==> src/logic/i2sa_regs.vh <==
// constants for the i2c slave address detector
// assumes inclusion by bare name from the design file
`ifndef I2SA_REGS_VH
`define I2SA_REGS_VH
`define I2SA_HDR_PATTERN    5'h1e
`define I2SA_GCALL_ADDR     7'h00
`define I2SA_RSV_LO_TOP     7'h07
`define I2SA_VALID_LO       7'h08
`define I2SA_VALID_HI       7'h77
`define I2SA_HDR_LO         7'h78
`define I2SA_HDR_HI         7'h7b
`define I2SA_BITS_PER_BYTE  4'h8
`define I2SA_RESET_FLAGS    1'b0
`define I2SA_RESET_RELEASE  1'b1
`endif

==> src/logic/i2sa_top.v <==
// i2c slave front end: start/stop flags, address match, ack, read stretch
// assumes scl/sda pins are asynchronous; software bits arrive on clk_i
`timescale 1ns/1ns
`default_nettype none
`include "i2sa_regs.vh"

module i2sa_top (
	// clock and reset
	input  wire        clk_i,
	input  wire        reset_n_i,
	// bus pins
	input  wire        scl_i,
	input  wire        sda_i,
	output reg         scl_o,
	output reg         scl_oe_o,
	output reg         sda_o,
	output reg         sda_oe_o,
	// software control
	input  wire        module_enable_i,
	input  wire        ten_bit_select_i,
	input  wire        general_call_enable_i,
	input  wire        accept_all_addresses_bit_i,
	input  wire [9:0]  own_address_register_i,
	input  wire        receive_buffer_read_i,
	input  wire        clock_release_set_i,
	// software status
	output reg  [7:0]  receive_buffer_register_o,
	output reg         receive_buffer_full_flag_o,
	output reg         start_seen_o,
	output reg         stop_seen_o,
	output reg         data_not_address_o,
	output reg         direction_o,
	output reg         ten_bit_matched_flag_o,
	output reg         general_call_status_flag_o,
	output reg         clock_release_bit_o,
	output reg         slave_interrupt_pulse_o
);

	localparam [2:0] ST_IDLE = 3'h0;
	localparam [2:0] ST_ADR1 = 3'h1;
	localparam [2:0] ST_ADR2 = 3'h2;
	localparam [2:0] ST_ACK  = 3'h3;
	localparam [2:0] ST_DONE = 3'h4;

	// address classes of a 7-bit value
	localparam [1:0] CLS_GCALL = 2'h0;
	localparam [1:0] CLS_VALID = 2'h1;
	localparam [1:0] CLS_HDR   = 2'h2;
	localparam [1:0] CLS_RSV   = 2'h3;

	////////////////////////////////////////////////////////////////////////////
	// reset release and pin synchronisers
	reg  [1:0] rst_sync_reg;
	wire       rst_n = rst_sync_reg[1];
	always @(posedge clk_i or negedge reset_n_i) begin
		if (!reset_n_i)
			rst_sync_reg <= 2'h0;
		else
			rst_sync_reg <= {rst_sync_reg[0], 1'b1};
	end

	// filtered level: follow the pin once stages two and three agree
	function i2sa_filt;
		input [2:0] s;
		input       cur;
		begin
			if (s[2] == s[1])
				i2sa_filt = s[2];
			else
				i2sa_filt = cur;
		end
	endfunction

	// a change counts only once stages two and three agree, filtering glitches
	// bit 1 carries scl, bit 0 carries sda
	wire [1:0] pin_raw = {scl_i, sda_i};
	wire [1:0] pin_new;
	wire [1:0] pin_lvl;
	genvar     g;
	generate
		for (g = 0; g < 2; g = g + 1) begin : g_pin
			reg [2:0] sync_reg;
			reg       lvl_reg;
			always @(posedge clk_i or negedge rst_n) begin
				if (!rst_n) begin
					sync_reg <= 3'h7;
					lvl_reg  <= 1'b1;
				end else begin
					sync_reg <= {sync_reg[1:0], pin_raw[g]};
					lvl_reg  <= pin_new[g];
				end
			end
			assign pin_new[g] = i2sa_filt(sync_reg, lvl_reg);
			assign pin_lvl[g] = lvl_reg;
		end
	endgenerate

	wire scl_reg = pin_lvl[1];
	wire sda_reg = pin_lvl[0];
	wire scl_new = pin_new[1];
	wire sda_new = pin_new[0];
	wire scl_rise = scl_new & ~scl_reg;
	wire scl_fall = ~scl_new & scl_reg;
	wire start_ev = scl_reg & scl_new & sda_reg & ~sda_new;
	wire stop_ev  = scl_reg & scl_new & ~sda_reg & sda_new;

	////////////////////////////////////////////////////////////////////////////
	// address classification
	function [1:0] i2sa_class;
		input [6:0] a;
		begin
			if (a == `I2SA_GCALL_ADDR)
				i2sa_class = CLS_GCALL;
			else if (a >= `I2SA_VALID_LO && a <= `I2SA_VALID_HI)
				i2sa_class = CLS_VALID;
			else if (a >= `I2SA_HDR_LO && a <= `I2SA_HDR_HI)
				i2sa_class = CLS_HDR;
			else
				i2sa_class = CLS_RSV;
		end
	endfunction

	////////////////////////////////////////////////////////////////////////////
	// receiver and matcher
	reg  [2:0] state_reg;
	reg  [7:0] shift_reg;
	reg  [3:0] bit_cnt_reg;
	reg        hdr_seen_reg;
	reg        read_hold_reg;
	reg        ack_drive_reg;

	wire [7:0] rx_byte  = shift_reg;
	wire [1:0] cls      = i2sa_class(rx_byte[7:1]);
	wire       gcall    = general_call_enable_i && cls == CLS_GCALL && !rx_byte[0];
	wire       match7   = rx_byte[7:1] == own_address_register_i[6:0];
	wire       hdr_ok   = rx_byte[7:3] == `I2SA_HDR_PATTERN
	                      && rx_byte[2:1] == own_address_register_i[9:8];
	wire       low_ok   = rx_byte == own_address_register_i[7:0];
	wire       byte_end = scl_fall && bit_cnt_reg == `I2SA_BITS_PER_BYTE;

	always @(posedge clk_i or negedge rst_n) begin
		if (!rst_n) begin
			state_reg                  <= ST_IDLE;
			shift_reg                  <= 8'h00;
			bit_cnt_reg                <= 4'h0;
			hdr_seen_reg               <= 1'b0;
			read_hold_reg              <= 1'b0;
			ack_drive_reg              <= 1'b0;
			start_seen_o               <= `I2SA_RESET_FLAGS;
			stop_seen_o                <= `I2SA_RESET_FLAGS;
			receive_buffer_register_o  <= 8'h00;
			receive_buffer_full_flag_o <= `I2SA_RESET_FLAGS;
			data_not_address_o         <= `I2SA_RESET_FLAGS;
			direction_o                <= `I2SA_RESET_FLAGS;
			ten_bit_matched_flag_o     <= `I2SA_RESET_FLAGS;
			general_call_status_flag_o <= `I2SA_RESET_FLAGS;
			clock_release_bit_o        <= `I2SA_RESET_RELEASE;
			slave_interrupt_pulse_o    <= 1'b0;
		end else if (!module_enable_i) begin
			state_reg              <= ST_IDLE;
			hdr_seen_reg           <= 1'b0;
			ack_drive_reg          <= 1'b0;
			start_seen_o           <= 1'b0;
			stop_seen_o            <= 1'b0;
			clock_release_bit_o    <= `I2SA_RESET_RELEASE;
			slave_interrupt_pulse_o <= 1'b0;
		end else begin
			slave_interrupt_pulse_o <= 1'b0;
			// a read in the same cycle as a new byte loses: the load wins
			if (receive_buffer_read_i)
				receive_buffer_full_flag_o <= 1'b0;
			if (clock_release_set_i)
				clock_release_bit_o <= 1'b1;
			if (scl_rise) begin
				shift_reg   <= {shift_reg[6:0], sda_new};
				bit_cnt_reg <= bit_cnt_reg + 4'h1;
			end
			case (state_reg)
			ST_ADR1, ST_ADR2: begin
				if (byte_end) begin
					receive_buffer_register_o  <= rx_byte;
					receive_buffer_full_flag_o <= 1'b1;
					bit_cnt_reg                <= 4'h0;
					if (state_reg == ST_ADR2) begin
						if (low_ok || accept_all_addresses_bit_i) begin
							ten_bit_matched_flag_o <= 1'b1;
							hdr_seen_reg           <= 1'b1;
							ack_drive_reg          <= 1'b1;
							state_reg              <= ST_ACK;
						end else
							state_reg <= ST_DONE;
					end else if (accept_all_addresses_bit_i || gcall) begin
						general_call_status_flag_o <= gcall;
						data_not_address_o         <= 1'b0;
						direction_o                <= rx_byte[0] & ~gcall;
						read_hold_reg              <= rx_byte[0] & ~gcall;
						ack_drive_reg              <= 1'b1;
						state_reg                  <= ST_ACK;
					end else if (ten_bit_select_i) begin
						if (hdr_ok && (!rx_byte[0] || hdr_seen_reg)) begin
							data_not_address_o <= 1'b0;
							direction_o        <= rx_byte[0];
							read_hold_reg      <= rx_byte[0];
							ack_drive_reg      <= 1'b1;
							state_reg          <= ST_ACK;
						end else
							state_reg <= ST_DONE;
					end else if (match7 && cls != CLS_GCALL) begin
						data_not_address_o <= 1'b0;
						direction_o        <= rx_byte[0];
						read_hold_reg      <= rx_byte[0];
						ack_drive_reg      <= 1'b1;
						state_reg          <= ST_ACK;
					end else
						state_reg <= ST_DONE;
				end
			end
			ST_ACK: begin
				if (scl_fall) begin
					// ninth falling edge ends the acknowledge slot
					ack_drive_reg           <= 1'b0;
					slave_interrupt_pulse_o <= 1'b1;
					bit_cnt_reg             <= 4'h0;
					if (read_hold_reg)
						clock_release_bit_o <= 1'b0;
					read_hold_reg <= 1'b0;
					if (ten_bit_select_i && !hdr_seen_reg && !general_call_status_flag_o
					    && !accept_all_addresses_bit_i)
						state_reg <= ST_ADR2;
					else
						state_reg <= ST_DONE;
				end
			end
			ST_IDLE, ST_DONE: ;
			default: state_reg <= ST_IDLE;
			endcase
			// a repeated start restarts matching; stop clears the header memory
			if (start_ev) begin
				start_seen_o <= 1'b1;
				stop_seen_o  <= 1'b0;
				state_reg    <= ST_ADR1;
				bit_cnt_reg  <= 4'h0;
				ack_drive_reg <= 1'b0;
				ten_bit_matched_flag_o <= 1'b0;
				if (!ten_bit_matched_flag_o)
					hdr_seen_reg <= 1'b0;
			end else if (stop_ev) begin
				stop_seen_o  <= 1'b1;
				start_seen_o <= 1'b0;
				state_reg    <= ST_IDLE;
				hdr_seen_reg <= 1'b0;
				ack_drive_reg <= 1'b0;
				ten_bit_matched_flag_o <= 1'b0;
			end
		end
	end

	////////////////////////////////////////////////////////////////////////////
	// open-drain pin drivers: the low level is the only one ever driven
	always @(posedge clk_i or negedge rst_n) begin
		if (!rst_n) begin
			scl_o    <= 1'b0;
			scl_oe_o <= 1'b0;
			sda_o    <= 1'b0;
			sda_oe_o <= 1'b0;
		end else if (!module_enable_i) begin
			scl_o    <= 1'b0;
			scl_oe_o <= 1'b0;
			sda_o    <= 1'b0;
			sda_oe_o <= 1'b0;
		end else begin
			// letting go of sda at a start or stop keeps the condition clean
			sda_o    <= 1'b0;
			sda_oe_o <= ack_drive_reg && !start_ev && !stop_ev;
			// hold only once scl is seen low, so no high phase is cut short
			scl_o    <= 1'b0;
			scl_oe_o <= !clock_release_bit_o && !scl_reg;
		end
	end

endmodule
`default_nettype wire

==> config.mk <==
export PLATFORM = sky130hd
export DESIGN_NAME = i2sa_top
export DESIGN_NICKNAME = d
export VERILOG_FILES = /design/src/logic/i2sa_top.v
export VERILOG_INCLUDE_DIRS = /design/src /design/src/logic
export SDC_FILE = /design/constraint.sdc
export NUM_CORES = 1
export LEC_CHECK = 0
export BUFFER_PORTS_ARGS = -buffer_cell sky130_fd_sc_hd__buf_2
export CAP_MARGIN = 20
export CELL_PAD_IN_SITES_DETAIL_PLACEMENT = 0
export CELL_PAD_IN_SITES_GLOBAL_PLACEMENT = 2
export CORE_ASPECT_RATIO = 2
export CORE_MARGIN = 2
export CORE_UTILIZATION = 33
export DETAILED_ROUTE_END_ITERATION = 12
export PLACE_DENSITY = 0.73
export SETUP_SLACK_MARGIN = 0.3
export SKIP_LAST_GASP = 1
export SYNTH_ARGS = -nofsm -noshare
export SYNTH_HDL_FRONTEND = slang
export SYNTH_SLANG_ARGS = --single-unit
==> constraint.sdc <==
create_clock -name clk_i -period 1.3 [get_ports clk_i]
set_input_delay 0.26 -clock clk_i [delete_from_list [all_inputs] [get_ports clk_i]]
set_output_delay 0.26 -clock clk_i [all_outputs]
set_load 0.01 [all_outputs]
; ---- After elaboration in Yosys (flattened, before gate mapping)
; Cells that the tools add are included.
[word_totals]
register_bits = 47
word_cells = 190
out_inout_bits = 21
input_bits = 20
[op_classes]
order_cmp = 4
n_reduce_logical = 45
mux = 78
bitwise_logic = 14
add_sub_neg = 1
n_eq_ne = 25
[op_table]
columns = op, count
row1 = 1-bit two-way mux, 56
row2 = 3-bit two-way mux, 12
row3 = 4-bit two-way mux, 4
row4 = "8-bit inequality test, second input constant", 2
row5 = 3-bit nonzero test, 5
row6 = "7-bit less-or-equal comparator, second input constant", 2
row7 = 1-bit logical AND, 14
row8 = "4-bit inequality test, second input constant", 3
row9 = 6-bit AND reduction, 2
row10 = "5-bit inequality test, second input constant", 2
row11 = 5-bit AND reduction, 2
row12 = 3-bit one-hot mux with 3 select lines, 1
row13 = 1-bit AND, 8
row14 = 8-bit == test, 1
row15 = 1-bit logical NOT, 8
row16 = 4-bit one-hot mux with 2 select lines, 1
row17 = 7-bit == test, 1
row18 = "7-bit by 4-bit greater-or-equal comparator with 1-bit output, second input constant", 1
row19 = "7-bit greater-or-equal comparator, second input constant", 1
row20 = 7-bit logical NOT, 1
row21 = 7-bit AND reduction, 1
row22 = "3-bit by 2-bit == test with 1-bit output, second input constant", 2
row23 = "2-bit inequality test, second input constant", 3
row24 = "3-bit by 1-bit inequality test with 1-bit output, second input constant", 2
row25 = 19 further kinds, 32

; ---- Logic depth before layout (Yosys ltp)
; Gate-level depths: netlist (run 1).
[logic_depth]
word_depth = 16
ltp_mapped = 8
mapped_depth_nobuf = 7

; ---- Worst setup path after synthesis (run 1)
; Ideal clock, no wire load.
[synth_timing]
path_kind = register to register
from = register g_pin[1].lvl_reg
to = register state_reg[1]
setup_slack_ns = -0.440
stages_incl_launch_ff = 7
setup_ns = 0.119
n_path_buf = 1
t_required_ns = 1.181
synth_period_minus_slack_ns = 1.740
arrival_ns = 1.621
cell_sequence = dfstp_2 -> buf_2 -> and4b_1 -> o21ai_0 -> a22o_1 -> o2111ai_1 -> a21bo_2
[synth_via]
elab_chain_cells = 7
word_cells_on_any_way = 16
cone_classes = eq/ne (3) / mux (4) / bitwise (7) / reduce/logical (2)
[synth_lines]
columns = item, line
row1 = from (decl), i2sa_top.v:83  ; reg lvl_reg;
row2 = from (signal assigned), i2sa_top.v:90  ; lvl_reg <= pin_new[g];
row3 = 1-bit two-way mux, i2sa_top.v:67  ; if (s[2] == s[1])
row4 = 1-bit AND, "i2sa_top.v:104, i2sa_top.v:105"
row5 = 1-bit AND (2 in a row), i2sa_top.v:105  ; wire stop_ev = scl_reg & scl_new & ~sda_reg & sda_new;
row6 = 3-bit two-way mux, i2sa_top.v:247  ; end else if (stop_ev) begin
row7 = 3-bit two-way mux, i2sa_top.v:238  ; if (start_ev) begin
row8 = 3-bit two-way mux, i2sa_top.v:159  ; end else if (!module_enable_i) begin
row9 = to (signal assigned), i2sa_top.v:160  ; state_reg <= ST_IDLE;
row10 = to (signal assigned), i2sa_top.v:241  ; state_reg <= ST_ADR1;
row11 = to (signal assigned), i2sa_top.v:250  ; state_reg <= ST_IDLE;
row12 = to (decl), i2sa_top.v:125  ; reg [2:0] state_reg;
; Parallel ways exist; a longest one is shown, timed or not.
; A chain may end at the register's enable or synchronous reset.

; ---- Worst setup path after layout (run 1)
[layout_timing]
from = register bit_cnt_reg[1]
to = register direction_o
[layout_via]
elab_chain_cells = 3
[layout_lines]
columns = item, line
row1 = from (decl), i2sa_top.v:127  ; reg [3:0] bit_cnt_reg;
row2 = from (signal assigned), i2sa_top.v:176  ; bit_cnt_reg <= bit_cnt_reg + 4'h1;
row3 = 4-bit == test (no source line), --
row4 = 1-bit logical AND (no source line), --
row5 = 6-bit AND reduction (no source line), --
row6 = to (signal assigned), i2sa_top.v:154  ; direction_o <= `I2SA_RESET_FLAGS;
row7 = to (signal assigned), i2sa_top.v:195  ; direction_o <= rx_byte[0] & ~gcall;
row8 = to (signal assigned), i2sa_top.v:202  ; direction_o <= rx_byte[0];
row9 = to (decl), i2sa_top.v:32  ; output reg direction_o,
; Every way passes these cells.

==> metrics.md, run 1 <==
| Metric | Value |
|---|---|
| Status | complete, but fails checks |
| Failing checks | setup timing |
| Int Power | 3057 uW |
| Fillers | 664 |
| Nets | 347 |
| CP Capture Type | flip-flop |
| R2r startpoint | bit_cnt_reg[1]$_DFFE_PN0P_ |
| Asr flop ratio synth | 1.000 |
| Detailed Route Iter0 Violations | 41 |
| Syn_area_per_cell | 11.06 sq um |
| Most frequent cells in the layout | buf_4 (59), buf_2 (34), dfrtp_1 (29) |
| Initial antenna violation count | 0 |
| Die Width | 64.87 um |
| Yosys Warn Count | 0 |
| Share of total power in combinational logic | 0.255 |
| Starting Density | 0.3390 |
| Seq pwr share | 0.399 |
| Min-delay src | sda_i |
| Worst Hold End | g_pin[0].sync_reg[0]$_DFF_PN1_ |
| Cells after Synth | 221 |
| Clock Tree Root | clkbuf_16 |
| GRT overflow | 0 |
| DRC violations left | 0 |
| Port bufs | 37 |
| Yosys reg bits | 46 |
| Placer Congestion | 0.8202 |
| Die height | 125.7 um |
| WL final | 6886 um |
| Full die area | 8155 sq um |
| Layout Cells excl Fill | 418 |
| Crit Path Category | reg2reg |
| Area of the multi-input gates | 1386 sq um |
| Largest net degree at the start of global routing | 34 |
| Inserted Diodes | 0 |
| CTS tree | yes |
| Cell total after placement | 392 |
| Grt met2 use | 0.3451 |
| Total power | 4337 uW |
| Worst-case clock buffer depth | 2 |
| Hold-critical path depth | 1 |
| Post-Syn Area | 2445 sq um |
| Clock group share of total power | 0.346 |
| CP required | 1.48 ns |
| Vias in the first global route | 2,192 |
| # IOs | 41 |
| FF/Latch Area | 1172 sq um |
| CTS clk-pin slew, worst paths | 0.07 ns |
| Final HPWL DP | 5113 um |
| Syn-to-layout area delta | 50.61% |
| H-tree depth | 2 |
| Synth Flop Type | dfrtp_1 |
| Reg2Reg Setup Slack | -0.56 ns |
| Switching Share | 0.2952 |
| GR peak layer | met2 |
| Fin crit period | 1.862 ns |
| Reg2Reg Depth | 7 |
| Peak Freq | 0.5372 GHz |
| DR vias | 2,092 |
| Cell Chain, Critical Path | inv_1, ha_1, nand4b_1, nor3_4, nand3_2, a211oi_2, mux2_1 |
| Post-route worst setup slack | -0.5616 ns |
| Max rail drop VDD | 1.140 mV |
| Unrepaired setup endpoints after global routing | yes |
| Num CTS Buffers | 5 |
| # clock sinks | 46 |
| MaxCap Viol Count | 0 |
| Final Setup Violations | 33 |
| Hold crit path type | in2reg |
| Avg WL per Cell | 16.47 um |
| Pre-Repair DR Iteration Count | 4 |
| Routing usage on met1 | 0.1735 |
| Net switching power figure | 1280 uW |
| CP arrival | 2.04 ns |
| Final ANT Viol Nets | 0 |
| CP max stage cell | dfrtp_1 |
| Share of layout cells above drive strength 1 | 0.6012 |
| Period utilization | 1.432 |
| P_leak | 0.001752 uW |
| Global-route wire length before repair | 10,860 um |
| Final hold violation count | 0 |
| Latest clock arrival within the worst-skew pair | 0.29 ns |
| Core footprint | 7212 sq um |
| Dpl ws | -0.5459 ns |
| Post-synth cell types | 58 |
| Max Slew Vio Count | 0 |
| GR Layer Usage met3 | 0.02054 |
| Pwr/cell area | 1178 nW/um^2 |
| Commonest non-fill, non-tap cell in the layout | buf_4 |
| Setup crit start kind | flip-flop |
| Crit Path Max Fanout | 2 |
| Setup TNS | -12.40 ns |
| Row Count | 44 |
| RR Endpoint | direction_o$_DFFE_PN0P_ |
| All-layer global routing usage | 0.1776 |
| Post-synthesis sequential area ratio | 0.4754 |
| Post-Route Skew | 0.004596 ns |
| Vias/cell | 5.005 |
| CP max stage delay | 0.37 ns |
| Post-synth EDFFs | 0 |
## logic make-up after synthesis
logic type                 count (synthesis)  synth area share
and+or+nand+nor                           67            0.1750
DFF                                       46            0.4754
AOI/OAI and AO/OA                         45            0.1392
buffers and inverters                     23           0.05016
xor gates and xnor gates                  18           0.06448
muxes                                     18           0.08239
adders and majority gates                  2           0.01023
other                                      2          0.003072
## synth_stat cells (all sizes together) (2+ instances only)
library cell	instances	area share
a211oi	5	0.019
a21o	4	0.012
a21oi	7	0.014
a31oi	4	0.010
and2	3	0.0077
and4	2	0.0072
and4b	2	0.0082
buf	14	0.036
clkbuf	2	0.0031
conb	2	0.0031
dfrtp	37	0.38
dfstp	9	0.097
ha	2	0.010
inv	7	0.011
mux2	17	0.078
nand2	17	0.026
nand2b	2	0.0082
nand3	4	0.010
nand3b	2	0.0061
nand4	2	0.0051
nand4b	2	0.0072
nor2	12	0.018
nor2b	3	0.0077
nor3	4	0.015
nor3b	3	0.0092
nor4	4	0.015
o21ai	10	0.020
o2bb2ai	2	0.0072
o31ai	2	0.0061
xor2	17	0.061
## stage by stage
stage / instance area, sq um / hold WS (ns) / util
6_report: 3682 / 0.05724 / 0.5106
4_1_cts: 3560 / 0.05288 / 0.4936
2_1_floorplan: 2537 / -0.03559 / -
3_5_place_dp: 3137 / 0.04861 / 0.4349
3_3_place_gp: 3137 / 0.04765 / 0.4349
5_1_grt: 3682 / 0.05365 / 0.5106
## layout make-up
cell class                 count  area share
multi-input combinational    155      0.3765
sequential                    46      0.3184
timing repair buffer         110      0.2205
clock buffer                   5     0.03398
tap                           92     0.03126
clock inverter                 3     0.01223
inverter                       7    0.007136
## power by group through the flow
| stage | clock network [uW] | logic [uW] | registers (uW) |
|---|---|---|---|
| final | 1500 | 1110 | 1730 |
| after global placement | 0 | 904 | 1720 |
| after global routing | 1560 | 1190 | 1740 |
| after detailed placement | 0 | 906 | 1730 |
| after CTS | 1520 | 1060 | 1720 |
| after floorplan | 0 | 647 | 1630 |
## layer usage
| layer | part of all wire | vias to the layer above |
|---|---|---|
| met1 | 0.35 | 1039 |
| li1 | - | 992 |
| met5 | 0 | - |
| met4 | 0.037 | 0 |
| met2 | 0.59 | 43 |
| met3 | 0.023 | 18 |
## worst max-delay path, delay by kind of cell, from the launching register on
family / cells / cell delay, ns
buffers and inverters: 1 / 0.07
and+or+nand+nor: 3 / 0.63
AOI/OAI and AO/OA: 1 / 0.17
adders and majority gates: 1 / 0.16
muxes: 1 / 0.34
DFF: 1 / 0.37
## repair_timing
item / CTS / global route
pin swaps: 17 / 15
resized for setup: 43 / 16
setup buffers: 11 / 5
hold buffers: 1 / 0
gates cloned: 1 / 0
hold endpoints to repair: 2 / 0
setup endpoints to repair: 55 / 55
## how the worst max path moves through the flow
stage / from / endpoint / slack [ns] / depth (start not counted)
2_1_floorplan: rx_byte[5]$_DFFE_PN0P_ / direction_o$_DFFE_PN0P_ / -0.41 / 6
3_3_place_gp: rx_byte[5]$_DFFE_PN0P_ / direction_o$_DFFE_PN0P_ / -0.54 / 5
3_5_place_dp: rx_byte[6]$_DFFE_PN0P_ / direction_o$_DFFE_PN0P_ / -0.55 / 5
4_1_cts: bit_cnt_reg[1]$_DFFE_PN0P_ / read_hold_reg$_DFFE_PN0P_ / -0.55 / 7
5_1_grt: bit_cnt_reg[0]$_DFFE_PN0P_ / direction_o$_DFFE_PN0P_ / -0.71 / 7
6_report: bit_cnt_reg[1]$_DFFE_PN0P_ / direction_o$_DFFE_PN0P_ / -0.56 / 7
(Power assumes the default switching activity.)
==> run 2, diff against run 1 <==
--- a/config.mk
+++ b/config.mk
@@ -11,10 +11,9 @@
 export CELL_PAD_IN_SITES_DETAIL_PLACEMENT = 0
 export CELL_PAD_IN_SITES_GLOBAL_PLACEMENT = 2
 export CORE_ASPECT_RATIO = 2
-export CORE_MARGIN = 2
-export CORE_UTILIZATION = 33
+export CORE_UTILIZATION = 36
 export DETAILED_ROUTE_END_ITERATION = 12
-export PLACE_DENSITY = 0.73
+export PLACE_DENSITY = 0.76
 export SETUP_SLACK_MARGIN = 0.3
 export SKIP_LAST_GASP = 1
 export SYNTH_ARGS = -nofsm -noshare
==> constraint.sdc (replaced) <==
create_clock -name clk_i -period 1.81 [get_ports clk_i]
set_input_delay 0.362 -clock clk_i [delete_from_list [all_inputs] [get_ports clk_i]]
set_output_delay 0.362 -clock clk_i [all_outputs]
set_load 0.01 [all_outputs]
==> run 2 against run 1 <==
Net effect: the run still ends with setup timing left; flip-flop and latch count unchanged; non-clock buffer count fell by 39; clock skew rose by 0.0027 ns; critical path depth shrank 2; total power shrank 37%; largest cell class unchanged; wire length shrank 12%; largest power group unchanged; worst hold slack improved by 0.10 ns; cell count decreased by 11%; global-route usage is 1.3 points higher; via count down 10%; sequential share of layout area rose by 4.7 points; worst setup slack better by 0.56 ns.
==> metrics.md, run 2 (synthesis results as in run 1) <==
| Metric | Value |
|---|---|
| Status | complete, but fails checks |
| Failing checks | setup timing |
| Total power | 2736 uW |
| Largest net degree at the start of global routing | 45 |
| Vias/cell | 5.016 |
| Pwr/cell area | 856.7 nW/um^2 |
| CP Capture Type | flip-flop |
| CP required | 1.98 ns |
| Final HPWL DP | 4555 um |
| Crit Path Category | reg2reg |
| Die Width | 60.27 um |
| Worst slew pin tran | 0.5694 ns |
| Num CTS Buffers | 5 |
| Row Count | 42 |
| Setup crit start kind | flip-flop |
| Core footprint | 6569 sq um |
| Port bufs | 37 |
| GRT overflow | 0 |
| DR vias | 1,876 |
| Slew Limit Headroom | 0.6204 |
| Global-route wire length before repair | 9694 um |
| Nets | 307 |
| Crit Path Max Fanout | 7 |
| Pre-Repair DR Iteration Count | 4 |
| Inserted Diodes | 0 |
| Max Slew Vio Count | 0 |
| Latest clock arrival within the worst-skew pair | 0.30 ns |
| Starting Density | 0.3722 |
| CP arrival | 1.98 ns |
| Die height | 118.5 um |
| Syn-to-layout area delta | 30.60% |
| Vias in the first global route | 1,988 |
| Unrepaired setup endpoints after global routing | yes |
| Clock Tree Root | clkbuf_16 |
| Initial antenna violation count | 0 |
| Avg WL per Cell | 16.26 um |
| H-tree depth | 2 |
| WL final | 6080 um |
| Peak Freq | 0.5525 GHz |
| Setup TNS | -0.000002887 ns |
| CTS clk-pin slew, worst paths | 0.07 ns |
| CTS tree | yes |
| Placer Congestion | 0.8557 |
| P_leak | 0.001536 uW |
| Share of layout cells above drive strength 1 | 0.4965 |
| Post-route worst setup slack | -0.000002887 ns |
| All-layer global routing usage | 0.1905 |
| Cell total after placement | 359 |
| Period utilization | 1.000 |
| Final Setup Violations | 1 |
| Full die area | 7144 sq um |
| Layout Cells excl Fill | 374 |
| # clock sinks | 46 |
| Most frequent cells in the layout | buf_2 (37), dfrtp_1 (33), buf_4 (30) |
| Final ANT Viol Nets | 0 |
| # IOs | 41 |
| WHS | 0.1576 ns |
| MaxCap Viol Count | 0 |
| Post-Route Skew | 0.007299 ns |
| Hold crit path type | in2reg |
| Final hold violation count | 0 |
| Worst-case clock buffer depth | 2 |
| Fin crit period | 1.810 ns |
| Detailed Route Iter0 Violations | 31 |
| Max rail drop VDD | 0.6544 mV |
| Commonest non-fill, non-tap cell in the layout | buf_2 |
| DRC violations left | 0 |
-- run 2: worst paths after layout --
| path | to | cells past startpoint | start | slack [ns] |
|---|---|---|---|---|
| max | direction_o$_DFFE_PN0P_ | 5 | g_pin[1].lvl_reg$_DFF_PN1_ | -0.000003 |
| min | g_pin[0].sync_reg[0]$_DFF_PN1_ | 1 | sda_i | 0.16 |
| max reg2reg | direction_o$_DFFE_PN0P_ | 5 | g_pin[1].lvl_reg$_DFF_PN1_ | -0.000003 |
| min reg2reg | ten_bit_matched_flag_o$_DFFE_PN0P_ | 1 | rst_sync_reg[1]$_DFF_PN0_ | 0.34 |
| max in group asynchronous | rx_byte[3]$_DFFE_PN0P_ | 1 | rst_sync_reg[1]$_DFF_PN0_ | 1.04 |
| min in group asynchronous | ten_bit_matched_flag_o$_DFFE_PN0P_ | 1 | rst_sync_reg[1]$_DFF_PN0_ | 0.34 |
-- run 2: per-layer routing --
| layer | wire length, um | track usage | part of all wire |
|---|---|---|---|
| met1 | 2086 | 0.1827 | 0.34 |
| met4 | 233 | 0.1003 | 0.038 |
| met3 | 198 | 0.03501 | 0.033 |
| met5 | 0 | 0 | 0 |
| met2 | 3562 | 0.3537 | 0.59 |
-- run 2: stage by stage --
stage                     cell area (sq um)    util  setup slack (ns)
after detailed placement               2889  0.4398          -0.06587
after CTS                              3119  0.4749           0.01570
after global placement                 2889  0.4398          -0.01569
after floorplan                        2517       -            0.1041
final                                  3193  0.4861      -0.000002887
after global routing                   3193  0.4861           -0.1528
-- run 2: cell type report --
class	count	area, sq um
fill	650	3376
multi-input combinational	154	1289
sequential	46	1167
timing repair buffer	71	454.2
clock buffer	5	125.1
tap	88	110.1
inverter	7	26.28
clock inverter	3	21.27
-- run 2: critical path, stage by stage, from the launching register on --
cell and delay (ns):
dfstp_2 0.60, nand4b_1 0.18, nor3_2 0.23, nand3_2 0.15
a211oi_2 0.18, mux2_1 0.33
-- run 2: what timing repair did --
item	in CTS	in global routing
hold buffers	1	0
pin swaps	4	6
setup endpoints to repair	26	32
hold endpoints to repair	2	0
resized for setup	12	17
buffers inserted	5	1
cloned	0	0
-- run 2: power by group --
group | internal [uW] | leakage, uW | switching, uW
sequential | 1110 | 0.000590 | 121
clock | 512 | 0.0000698 | 416
combinational | 287 | 0.000876 | 291
total | 1910 | 0.00154 | 829
